File: config.mk
export PLATFORM = sky130hd
export DESIGN_NAME = tcra_timer
export DESIGN_NICKNAME = d
export VERILOG_FILES = /design/src/tcra_pkg.sv /design/src/tcra_timer.sv
export SDC_FILE = /design/constraint.sdc
export NUM_CORES = 1
export LEC_CHECK = 0
export BUFFER_PORTS_ARGS = -buffer_cell sky130_fd_sc_hd__buf_2
export CAP_MARGIN = 20
export CORE_MARGIN = 2
export CORE_UTILIZATION = 56
export CTS_CLUSTER_SIZE = 40
export DETAILED_ROUTE_END_ITERATION = 8
export PLACE_DENSITY = 0.79
export SLEW_MARGIN = 40
export SYNTH_ARGS = -nofsm -noshare
export SYNTH_HDL_FRONTEND = slang
export SYNTH_SLANG_ARGS = --single-unit
File: constraint.sdc
create_clock -name ref_clk_in -period 2.79 [get_ports ref_clk_in]
set_clock_uncertainty 0.05 [all_clocks]
set_input_delay 0.279 -clock ref_clk_in [delete_from_list [all_inputs] [get_ports ref_clk_in]]
set_output_delay 0.279 -clock ref_clk_in [all_outputs]
set_load 0.05 [all_outputs]
File: src/tcra_pkg.sv
// Notes on behaviour
// - Control bit 7 enables overflow and capture/compare interrupt sources.
// - Output enable 0 gives port latch; 1 gives 16-bit or high-byte PWM.
// - Polarity sets starting level of output waveform, low for 0.
// - Polarity reaches the pin only when output enable rises.
// - As input, without both edges, polarity picks the level that gates.
// - Low run bit runs low byte timer in dual mode only.
// - Main run bit runs high byte or full timer; zero holds count.
// - Capture-reload bit adds reload to capture on selected edges.
// - Both edges, reload and gate set: polarity skips one edge reload.
// - Single-shot in compare mode outputs one reload-to-overflow cycle.
// - Gated compare single-shot waits for nongated level, else starts.
// - Gated single-shot output is not supported in dual mode.
// - Capture single-shot halts until edge or ungate, runs to next edge.
// - Both edges: single-shot edge is falling for polarity 1, else rising.
// - Single-shot start edge sets no interrupt flag.
// - Gate bit lets pin gate the main timer, only as timer input.
// - Low byte timer and counter mode are never gated.
// - Control bits 15 to 8 read zero, writes ignored.
// - Instance without a pin drops polarity, gating and pin single-shot.
// - Width mode 0 is 16-bit, reset default; 1 is dual 8-bit.
// - Edge bits 00 compare; 01,10,11 rising, falling, both edges.
package tcra_pkg;
  localparam logic [7:0]  TCRA_CTRL_OFS    = 8'h00;
  localparam logic [7:0]  TCRA_CFG_OFS     = 8'h04;
  localparam logic [7:0]  TCRA_STAT_OFS    = 8'h08;
  localparam logic [7:0]  TCRA_VAL_OFS     = 8'h0C;
  localparam logic [7:0]  TCRA_RLD_OFS     = 8'h10;
  localparam logic [7:0]  TCRA_CMP_OFS     = 8'h14;
  localparam logic [15:0] TCRA_CTRL_RST    = 16'h0000;
  localparam logic [7:0]  TCRA_CTRL_MASK   = 8'hFF;
  localparam logic [3:0]  TCRA_CFG_MASK    = 4'hF;
  localparam logic [1:0]  TCRA_EDGE_NONE   = 2'h0;
  localparam logic [1:0]  TCRA_EDGE_RISE   = 2'h1;
  localparam logic [1:0]  TCRA_EDGE_FALL   = 2'h2;
  localparam logic [1:0]  TCRA_EDGE_BOTH   = 2'h3;
  localparam logic [31:0] TCRA_BAD_DATA    = 32'h0000_0000;

  typedef struct packed {
    logic irq_en;
    logic oe;
    logic pol;
    logic lo_run;
    logic run;
    logic cprl;
    logic ss;
    logic gate;
  } tcra_ctrl_s;

  typedef struct packed {
    logic       width_mode;
    logic [1:0] edge_sel;
    logic       counter_sel;
  } tcra_cfg_s;

  typedef enum logic [1:0] {
    TCRA_SS_IDLE = 2'b00,
    TCRA_SS_WAIT = 2'b01,
    TCRA_SS_RUN  = 2'b10
  } tcra_ss_e;
endpackage : tcra_pkg

File: src/tcra_timer.sv
`timescale 1ns/1ps
`default_nettype none
module tcra_timer
  import tcra_pkg::*;
#(
  parameter bit HAS_PIN = 1'b1
) (
  input  wire logic        ref_clk_in,
  input  wire logic        rst_n_in,
  input  wire logic        wb_cyc_in,
  input  wire logic        wb_stb_in,
  input  wire logic        wb_we_in,
  input  wire logic [7:0]  wb_adr_in,
  input  wire logic [3:0]  wb_sel_in,
  input  wire logic [31:0] wb_dat_in,
  output logic [31:0]      wb_dat_out,
  output logic             wb_ack_out,
  input  wire logic        pin_in,
  input  wire logic        port_latch_in,
  output logic             pin_out,
  output logic             pin_oe_n_out,
  output logic             irq_out
);
  // Time-zero guard on the pin parameter. Only two builds make
  // sense: a timer with its pin, or an internal timer with none. Any
  // other value would leave the pin qualifiers below half-defined.
  initial begin
    if (HAS_PIN !== 1'b0 && HAS_PIN !== 1'b1) begin
      $error("HAS_PIN must be 0 or 1");
    end
  end

  // Overview of the datapath
  // - One 16-bit counter register that also serves as two byte timers.
  // - The high byte, or the whole word, is the main timer; it alone
  //   sees the run bit, the gate, single-shot and capture.
  // - The low byte only ever compares and never sees the pin.
  // - Every count happens at the system clock; there is no divider.
  // - The compare register doubles as the capture register, so a
  //   capture overwrites whatever compare value software left there.

  ////////////////////////////////////////////////////////////////////////
  // Register state
  tcra_ctrl_s  ctrl_r;
  tcra_cfg_s   cfg_r;
  logic [15:0] val_r;
  logic [15:0] rld_r;
  logic [15:0] cmp_r;
  logic        ovf_r;
  logic        ccf_r;
  logic        lovf_r;
  logic        lccf_r;
  logic        wave_r;
  logic        lwave_r;
  logic        oe_d_r;
  logic        pin_s1_r;
  logic        pin_s2_r;
  logic        pin_d_r;
  tcra_ss_e    ss_st_r;
  tcra_ss_e    ss_st_nxt;
  logic [31:0] rdat_r;
  logic        ack_r;

  ////////////////////////////////////////////////////////////////////////
  // Bus decode
  wire bus_req  = wb_cyc_in & wb_stb_in & ~ack_r;
  wire bus_wr   = bus_req & wb_we_in;
  wire wr_ctrl  = bus_wr & (wb_adr_in == TCRA_CTRL_OFS) & wb_sel_in[0];
  wire wr_cfg   = bus_wr & (wb_adr_in == TCRA_CFG_OFS) & wb_sel_in[0];
  wire wr_stat  = bus_wr & (wb_adr_in == TCRA_STAT_OFS) & wb_sel_in[0];
  wire wr_val   = bus_wr & (wb_adr_in == TCRA_VAL_OFS);
  wire wr_rld   = bus_wr & (wb_adr_in == TCRA_RLD_OFS);
  wire wr_cmp   = bus_wr & (wb_adr_in == TCRA_CMP_OFS);
  // Upper bus bits are dropped on the floor: bits 15..8 stay zero
  wire [7:0] ctrl_wdat = wb_dat_in[7:0] & TCRA_CTRL_MASK;
  wire tcra_ctrl_s ctrl_w = tcra_ctrl_s'(ctrl_wdat);

  ////////////////////////////////////////////////////////////////////////
  // Mode decode
  wire dual     = cfg_r.width_mode;
  wire cnt_mode = cfg_r.counter_sel & HAS_PIN;
  wire cmp_mode = (cfg_r.edge_sel == TCRA_EDGE_NONE) & ~cnt_mode;
  wire cap_mode = (cfg_r.edge_sel != TCRA_EDGE_NONE) & ~cnt_mode;
  wire both     = cfg_r.edge_sel == TCRA_EDGE_BOTH;
  wire rise     = pin_s2_r & ~pin_d_r;
  wire fall     = ~pin_s2_r & pin_d_r;
  wire edge_hit = HAS_PIN &
                  ((cfg_r.edge_sel[0] & rise) | (cfg_r.edge_sel[1] & fall));
  // With both edges, polarity picks the single-shot edge
  wire ss_edge  = HAS_PIN & (both ? (ctrl_r.pol ? fall : rise)
                                  : edge_hit);
  // Gate allowed only as a timer input with output off
  wire gate_on  = HAS_PIN & ctrl_r.gate & ~ctrl_r.oe & ~cnt_mode
                  & ~(both & ctrl_r.cprl);
  // Polarity names the level at which counting is allowed
  wire gate_ok  = ~gate_on | (pin_s2_r == ctrl_r.pol);
  // Gated compare single-shot is refused in dual mode
  wire ss_gated = gate_on & ~(cmp_mode & dual);

  // Limitation: the gate is a level, sampled after the synchroniser,
  // so a gate pulse shorter than one clock may be missed entirely.
  // The same two-cycle latency applies to every edge the block sees.

  ////////////////////////////////////////////////////////////////////////
  // Count enables; single-shot overrides or delays the run bit
  wire ss_busy   = ss_st_r != TCRA_SS_IDLE;
  wire main_go   = (ss_busy ? (ss_st_r == TCRA_SS_RUN) : ctrl_r.run)
                   & gate_ok & (~cnt_mode | edge_hit);
  wire lo_go     = dual & ctrl_r.lo_run;
  wire [15:0] hi_max = dual ? 16'h00FF : 16'hFFFF;
  wire [15:0] main_v = dual ? {8'h00, val_r[15:8]} : val_r;
  wire main_ovf  = main_go & (main_v == hi_max);
  wire lo_ovf    = lo_go & (val_r[7:0] == 8'hFF);
  wire main_cmp  = main_go & ~cnt_mode & cmp_mode &
                   (dual ? (val_r[15:8] == cmp_r[15:8]) : (val_r == cmp_r));
  wire lo_cmp    = lo_go & (val_r[7:0] == cmp_r[7:0]);
  // Skip the reload on one edge when gate bit set with both edges
  wire skip_rld  = both & ctrl_r.gate & (ctrl_r.pol ? rise : fall);
  wire cap_ev    = cap_mode & edge_hit &
                   ~(ss_st_r == TCRA_SS_WAIT);
  wire do_rld    = cap_ev & ctrl_r.cprl & ~skip_rld;
  wire [15:0] cap_v = main_v;

  ////////////////////////////////////////////////////////////////////////
  // Single-shot sequencing
  // Placed after the count enables because the end of a compare shot
  // is the main overflow. IDLE hands the run bit back to software;
  // WAIT holds the count until the gate opens or the start edge comes;
  // RUN counts until overflow (compare) or the next shot edge (capture).
  // Code 2'b11 is never entered; the default parks it back in IDLE.
  always_comb begin
    ss_st_nxt = ss_st_r;
    unique case (ss_st_r)
      TCRA_SS_IDLE: begin
        if (wr_ctrl & ctrl_w.ss & ~cnt_mode) begin
          ss_st_nxt = TCRA_SS_WAIT;
        end
      end
      TCRA_SS_WAIT: begin
        if (cmp_mode & (~ss_gated | gate_ok)) begin
          ss_st_nxt = TCRA_SS_RUN;
        end else if (cap_mode & (ss_edge | (gate_on & gate_ok))) begin
          ss_st_nxt = TCRA_SS_RUN;
        end
      end
      TCRA_SS_RUN: begin
        if (cmp_mode & main_ovf) begin
          ss_st_nxt = TCRA_SS_IDLE;
        end else if (cap_mode & ss_edge) begin
          ss_st_nxt = TCRA_SS_IDLE;
        end
      end
      default: ss_st_nxt = TCRA_SS_IDLE;
    endcase
  end

  // Trade-off: the shot state is not cleared by a later write of zero
  // to the single-shot bit; the shot always runs to its natural end.
  // This keeps a measurement from being cut short by a stray write.

  // Next counter value, high part then low part
  // In dual mode the two bytes never carry into each other: each byte
  // wraps to its own half of the reload register. A capture reload
  // takes priority over an overflow reload on the main byte, since
  // both load the same value and the capture must not be lost.
  logic [15:0] val_nxt;
  always_comb begin
    val_nxt = val_r;
    if (dual) begin
      if (do_rld) begin
        val_nxt[15:8] = rld_r[15:8];
      end else if (main_ovf) begin
        val_nxt[15:8] = rld_r[15:8];
      end else if (main_go) begin
        val_nxt[15:8] = val_r[15:8] + 8'h01;
      end
      if (lo_ovf) begin
        val_nxt[7:0] = rld_r[7:0];
      end else if (lo_go) begin
        val_nxt[7:0] = val_r[7:0] + 8'h01;
      end
    end else if (do_rld | main_ovf) begin
      val_nxt = rld_r;
    end else if (main_go) begin
      val_nxt = val_r + 16'h0001;
    end
  end

  ////////////////////////////////////////////////////////////////////////
  // Control, config and value registers
  always_ff @(posedge ref_clk_in or negedge rst_n_in) begin
    if (!rst_n_in) begin
      ctrl_r  <= tcra_ctrl_s'(TCRA_CTRL_RST[7:0]);
      cfg_r   <= '0;
      val_r   <= 16'h0000;
      rld_r   <= 16'h0000;
      cmp_r   <= 16'h0000;
      ss_st_r <= TCRA_SS_IDLE;
    end else begin
      ss_st_r <= ss_st_nxt;
      if (wr_ctrl) begin
        ctrl_r <= ctrl_w;
      end else if (ss_st_nxt == TCRA_SS_IDLE) begin
        ctrl_r.ss <= 1'b0;  // Self clears when the shot is over
      end
      if (wr_cfg) begin
        cfg_r <= tcra_cfg_s'(wb_dat_in[3:0] & TCRA_CFG_MASK);
      end
      if (wr_val) begin
        val_r <= wb_dat_in[15:0];
      end else begin
        val_r <= val_nxt;
      end
      if (wr_rld) begin
        rld_r <= wb_dat_in[15:0];
      end
      if (wr_cmp) begin
        cmp_r <= wb_dat_in[15:0];
      end else if (cap_ev) begin
        cmp_r <= cap_v;      // Capture shares the compare register
      end
    end
  end

  ////////////////////////////////////////////////////////////////////////
  // Flags: a hardware set beats a software clear in the same cycle
  // Software clears by writing one; a set that lands in the same cycle
  // as the clear survives, so no event is ever silently dropped.
  always_ff @(posedge ref_clk_in or negedge rst_n_in) begin
    if (!rst_n_in) begin
      ovf_r  <= 1'b0;
      ccf_r  <= 1'b0;
      lovf_r <= 1'b0;
      lccf_r <= 1'b0;
    end else begin
      ovf_r  <= main_ovf | (ovf_r & ~(wr_stat & wb_dat_in[3]));
      ccf_r  <= main_cmp | cap_ev | (ccf_r & ~(wr_stat & wb_dat_in[1]));
      lovf_r <= lo_ovf | (lovf_r & ~(wr_stat & wb_dat_in[2]));
      lccf_r <= lo_cmp | (lccf_r & ~(wr_stat & wb_dat_in[0]));
    end
  end

  ////////////////////////////////////////////////////////////////////////
  // Pin synchroniser; stage one feeds stage two only
  always_ff @(posedge ref_clk_in or negedge rst_n_in) begin
    if (!rst_n_in) begin
      pin_s1_r <= 1'b0;
      pin_s2_r <= 1'b0;
      pin_d_r  <= 1'b0;
    end else begin
      pin_s1_r <= pin_in;
      pin_s2_r <= pin_s1_r;
      pin_d_r  <= pin_s2_r;
    end
  end

  ////////////////////////////////////////////////////////////////////////
  // Waveforms toggle on compare; a reload leaves them at their current level
  // The start level is loaded only on the rising edge of the output
  // enable, so software may change polarity freely while driving.
  // The low waveform is kept for symmetry; only the main one reaches
  // the pin.
  wire oe_rise = ctrl_r.oe & ~oe_d_r;
  always_ff @(posedge ref_clk_in or negedge rst_n_in) begin
    if (!rst_n_in) begin
      wave_r  <= 1'b0;
      lwave_r <= 1'b0;
      oe_d_r  <= 1'b0;
    end else begin
      oe_d_r <= ctrl_r.oe;
      if (oe_rise) begin
        wave_r  <= ctrl_r.pol;
        lwave_r <= ctrl_r.pol;
      end else begin
        if (main_cmp) begin
          wave_r <= ~wave_r;
        end
        if (lo_cmp) begin
          lwave_r <= ~lwave_r;
        end
      end
    end
  end

  ////////////////////////////////////////////////////////////////////////
  // Pin output; no pin means the latch path stays parked
  // The cycle the enable rises, the start level goes out directly,
  // since the waveform register only takes it on that same edge
  wire wave_out = oe_rise ? ctrl_r.pol : wave_r;
  wire pin_nxt = ctrl_r.oe ? wave_out : port_latch_in;
  wire irq_nxt = ctrl_r.irq_en & (ovf_r | ccf_r);
  always_ff @(posedge ref_clk_in or negedge rst_n_in) begin
    if (!rst_n_in) begin
      pin_out      <= 1'b0;
      pin_oe_n_out <= 1'b1;
      irq_out      <= 1'b0;
    end else begin
      pin_out      <= HAS_PIN ? pin_nxt : 1'b0;
      pin_oe_n_out <= ~(HAS_PIN & ctrl_r.oe);
      irq_out      <= irq_nxt;
    end
  end

  ////////////////////////////////////////////////////////////////////////
  // Read mux; unmapped addresses read zero and still ack
  logic [31:0] rmux;
  always_comb begin
    rmux = TCRA_BAD_DATA;
    unique case (wb_adr_in)
      TCRA_CTRL_OFS: rmux = {24'h000000, ctrl_r};
      TCRA_CFG_OFS:  rmux = {28'h0000000, cfg_r};
      TCRA_STAT_OFS: rmux = {28'h0000000, ovf_r, lovf_r, ccf_r, lccf_r};
      TCRA_VAL_OFS:  rmux = {16'h0000, val_r};
      TCRA_RLD_OFS:  rmux = {16'h0000, rld_r};
      TCRA_CMP_OFS:  rmux = {16'h0000, cmp_r};
      default:       rmux = TCRA_BAD_DATA;
    endcase
  end

  // One-cycle ack; dropped after one cycle so the master can release
  // Read data is registered with the ack, so it stands exactly while
  // ack is high. A master that keeps its request up past the ack will
  // see a second transfer two cycles later; the bus decode masks the
  // request only in the ack cycle itself.
  always_ff @(posedge ref_clk_in or negedge rst_n_in) begin
    if (!rst_n_in) begin
      ack_r  <= 1'b0;
      rdat_r <= 32'h0000_0000;
    end else begin
      ack_r  <= bus_req;
      rdat_r <= rmux;
    end
  end
  assign wb_ack_out = ack_r;
  assign wb_dat_out = rdat_r;
endmodule : tcra_timer
`default_nettype wire

==> flow_metrics.env <==
export IMPL_grt_pass1_vias=4439
export IMPL_tns_ns=0
export IMPL_gr_usage_met1=0.4204
export IMPL_ios=87
export IMPL_drtIter0Drc=401
export IMPL_drive_gt1_frac=0.2401
export IMPL_min_delay_start="wb_stb_in"
export IMPL_gr_max_usage_layer="met2"
export IMPL_synth_top_area_cell="dfrtp_1"
export IMPL_remaining_drc_errors=0
export IMPL_min_period_over_period=0.8945
export IMPL_grt_start_max_net_pins=50
export IMPL_cp_top_family="compound AO/OA/AOI/OAI gates"
export IMPL_path_class="reg -> reg"
export IMPL_dpl_hpwl_um=10570
export IMPL_hold_path_class="in -> reg"
export IMPL_maxCapViolCount=0
export IMPL_layout_common_cells="dfrtp_1 (90), nand2_1 (81), buf_2 (50)"
export IMPL_path_clk_slew_ns=0.10
export IMPL_start_util=0.5716
export IMPL_num_vias=4528
export IMPL_synth_top_area_frac=0.4305
export IMPL_wire_per_inst_um=20.32
export IMPL_clock_sinks=91
export IMPL_ir_worst_vdd_mv=0.2272
export IMPL_synth_seq_area_share=0.4355
export IMPL_place_area_um2=5623
export IMPL_grt_pass1_wl_um=23480
export IMPL_status="complete, no violations"
export IMPL_die_area_um2=10130
export IMPL_die_y_um=100.7
export IMPL_syn_inst=545
export IMPL_use_met3=0.04924
export IMPL_finalHoldViolations=0
export IMPL_cp_end_kind="flip-flop"
export IMPL_r2r_start="cfg_r[1]$_DFFE_PN0P_"
export IMPL_synth_edf_count=0
export IMPL_startpoint="cfg_r[1]$_DFFE_PN0P_"
export IMPL_setup_viol=0
export IMPL_antenna_found_initial=0
export IMPL_max_freq_mhz=400.7
export IMPL_grt_use_total=0.3016
export IMPL_numPortBuffers=51
export IMPL_drv_slew=0
export IMPL_critical_path_startpoint_type="flip-flop"
export IMPL_worstPathCellList="nand3b_1 > a211oi_4 > nand3_2 > o211a_1 > nor2_1 > a211oi_1"
export IMPL_period_minus_slack_ns=2.496
export IMPL_final_area_um2=5828
export IMPL_final_common_cell="dfrtp_1"
export IMPL_synthTopCellsByArea="dfrtp_1 (43%), nand2_1 (5.8%), mux2_2 (5.2%)"
export IMPL_fin_cells=719
export IMPL_cts_buffer_depth=2
export IMPL_tightest_slew_ns=0.6481
export IMPL_relSlewSlack=0.5679
export IMPL_synth_seq_cells=91
export IMPL_crit_arrival_ns=2.67
export IMPL_ys_warnings_count=0
export IMPL_cts_buffers=9
export IMPL_crit_fanout=9
export IMPL_clk_latency_ns=0.37
export IMPL_crit_required_ns=2.96
export IMPL_crit_buf_inv=0
export IMPL_fp_row_count=35
export IMPL_powerDensity_nw_per_um2=442.4
export IMPL_h_tree_depth=3
export IMPL_place_congestion=1.032
export IMPL_routed_wl_um=14610
export IMPL_slowest_delay_ns=0.50
export IMPL_cts_tree="built"
export IMPL_grt_ovfl_total=0
export IMPL_die_x_um=100.7
export IMPL_synth_distinct_cells=68
export IMPL_root_buffer="clkbuf_8"
export IMPL_dr_pass1_iters=5
export IMPL_fin_util=0.6368
export IMPL_postSynthAreaPerCell_um2=9.599
export IMPL_nets=656
export IMPL_critPathSlowestCell="dfrtp_1"
export IMPL_syn_area_um2=5231
export IMPL_area_growth_pct=11.41
export IMPL_ys_flop_type="dfrtp_1"
export IMPL_grt_use_met2=0.4738
export IMPL_p_leak_uw=0.002684
export IMPL_ant_nets=0
export IMPL_postSynth_asyncResetShare=1.000
export IMPL_grt_setup_unrepaired="false"
export IMPL_core_um2=9153
export IMPL_numPlacedInstances=701
export IMPL_fill_cells=746
export IMPL_antennaDiodeCount=0
export IMPL_vias_per_cell=6.298
final timing paths:
check	end	slack (ns)	cells after the start
setup / recovery	val_r[1]$_DFFE_PN0P_	0.29	6
hold / removal	wb_ack_out$_DFF_PN0_	0.09	3
setup reg to reg	val_r[1]$_DFFE_PN0P_	0.29	6
hold reg to reg	pin_s2_r$_DFF_PN0_	0.31	0
max in group asynchronous	pin_oe_n_out$_DFF_PN1_	1.47	3
min in group asynchronous	pin_s1_r$_DFF_PN0_	0.43	2
cell usage after synthesis (10+ instances only):
library cell  number
o21ai_0           45
nor2_1            34
clkbuf_1          17
xnor2_1           10
a31oi_1           12
dfrtp_1           90
mux2i_1           16
nand3_1           15
nand2_1           81
a21oi_1           18
xor2_1            15
a22oi_1           20
nor3_1            13
mux2_2            24
buf_4             20
routing by layer:
metal  vias to the layer above  routed length, um
met5                         -                  0
met4                         0                486
met3                        53               1392
met2                       261               6837
met1                      2178               5892
li1                       2036                  -
final cells by class:
class,count,area [um^2],area share
Tap cell,111,138.9,0.02383
Timing Repair Buffer,84,510.5,0.08759
Multi-Input combinational cell,412,2696,0.4626
Inverter,5,18.77,0.003220
Clock inverter,6,47.55,0.008158
Clock buffer,10,137.6,0.02362
Sequential cell,91,2278,0.3909
tightest hold or removal path: cells and delay by family:
family,cells,cell delay [ns]
and+or+nand+nor,2,0.10
buffers and inverters,1,0.09
cells by family (layout without fill, tap and decap cells):
logic type	count (synthesis)	count (layout)	synth area share
AO/OA/AOI/OAI	128	128	0.1650
multiplexers	45	45	0.1024
adder cells (fa/ha/maj)	2	2	0.004783
buffers and inverters	57	105	0.06075
other	1	16	0.0007168
AND/OR/NAND/NOR	196	196	0.1889
flip-flops	91	91	0.4355
XOR/XNOR	25	25	0.04186
metrics by stage:
stage                     power [uW]  setup WS (ns)  hold slack [ns]
after floorplan                 1630         0.4928         -0.06659
after global placement          1727         0.3837           0.2840
after detailed placement        1736         0.3559           0.2847
after CTS                       2577         0.3703          0.08954
after global routing            2660         0.2129           0.1129
final                           2578         0.2944          0.08862
sequential cells by signal, indices dropped and copies added (netlist names), 2 cells and up:
| signal | flops |
|---|---|
| ctrl_r | 8 |
| cfg_r | 2 |
| rld_r | 16 |
| val_r | 16 |
| ss_st_r | 2 |
| cmp_r | 16 |
| wb_dat_out | 16 |
report_power, final:
group          internal [uW]  total [uW]  switching (uW)  leakage [uW]
Combinational            114         325             210       0.00149
Sequential              1350        1400            43.3       0.00110
Clock                    356         858             502     0.0000933
repair_timing:
item	4_1_cts	5_1_grt
hold buffers	2	0
buffers inserted	0	0
hold endpoints to repair	48	0
gates resized for setup	0	0
(Power assumes the default switching activity.)
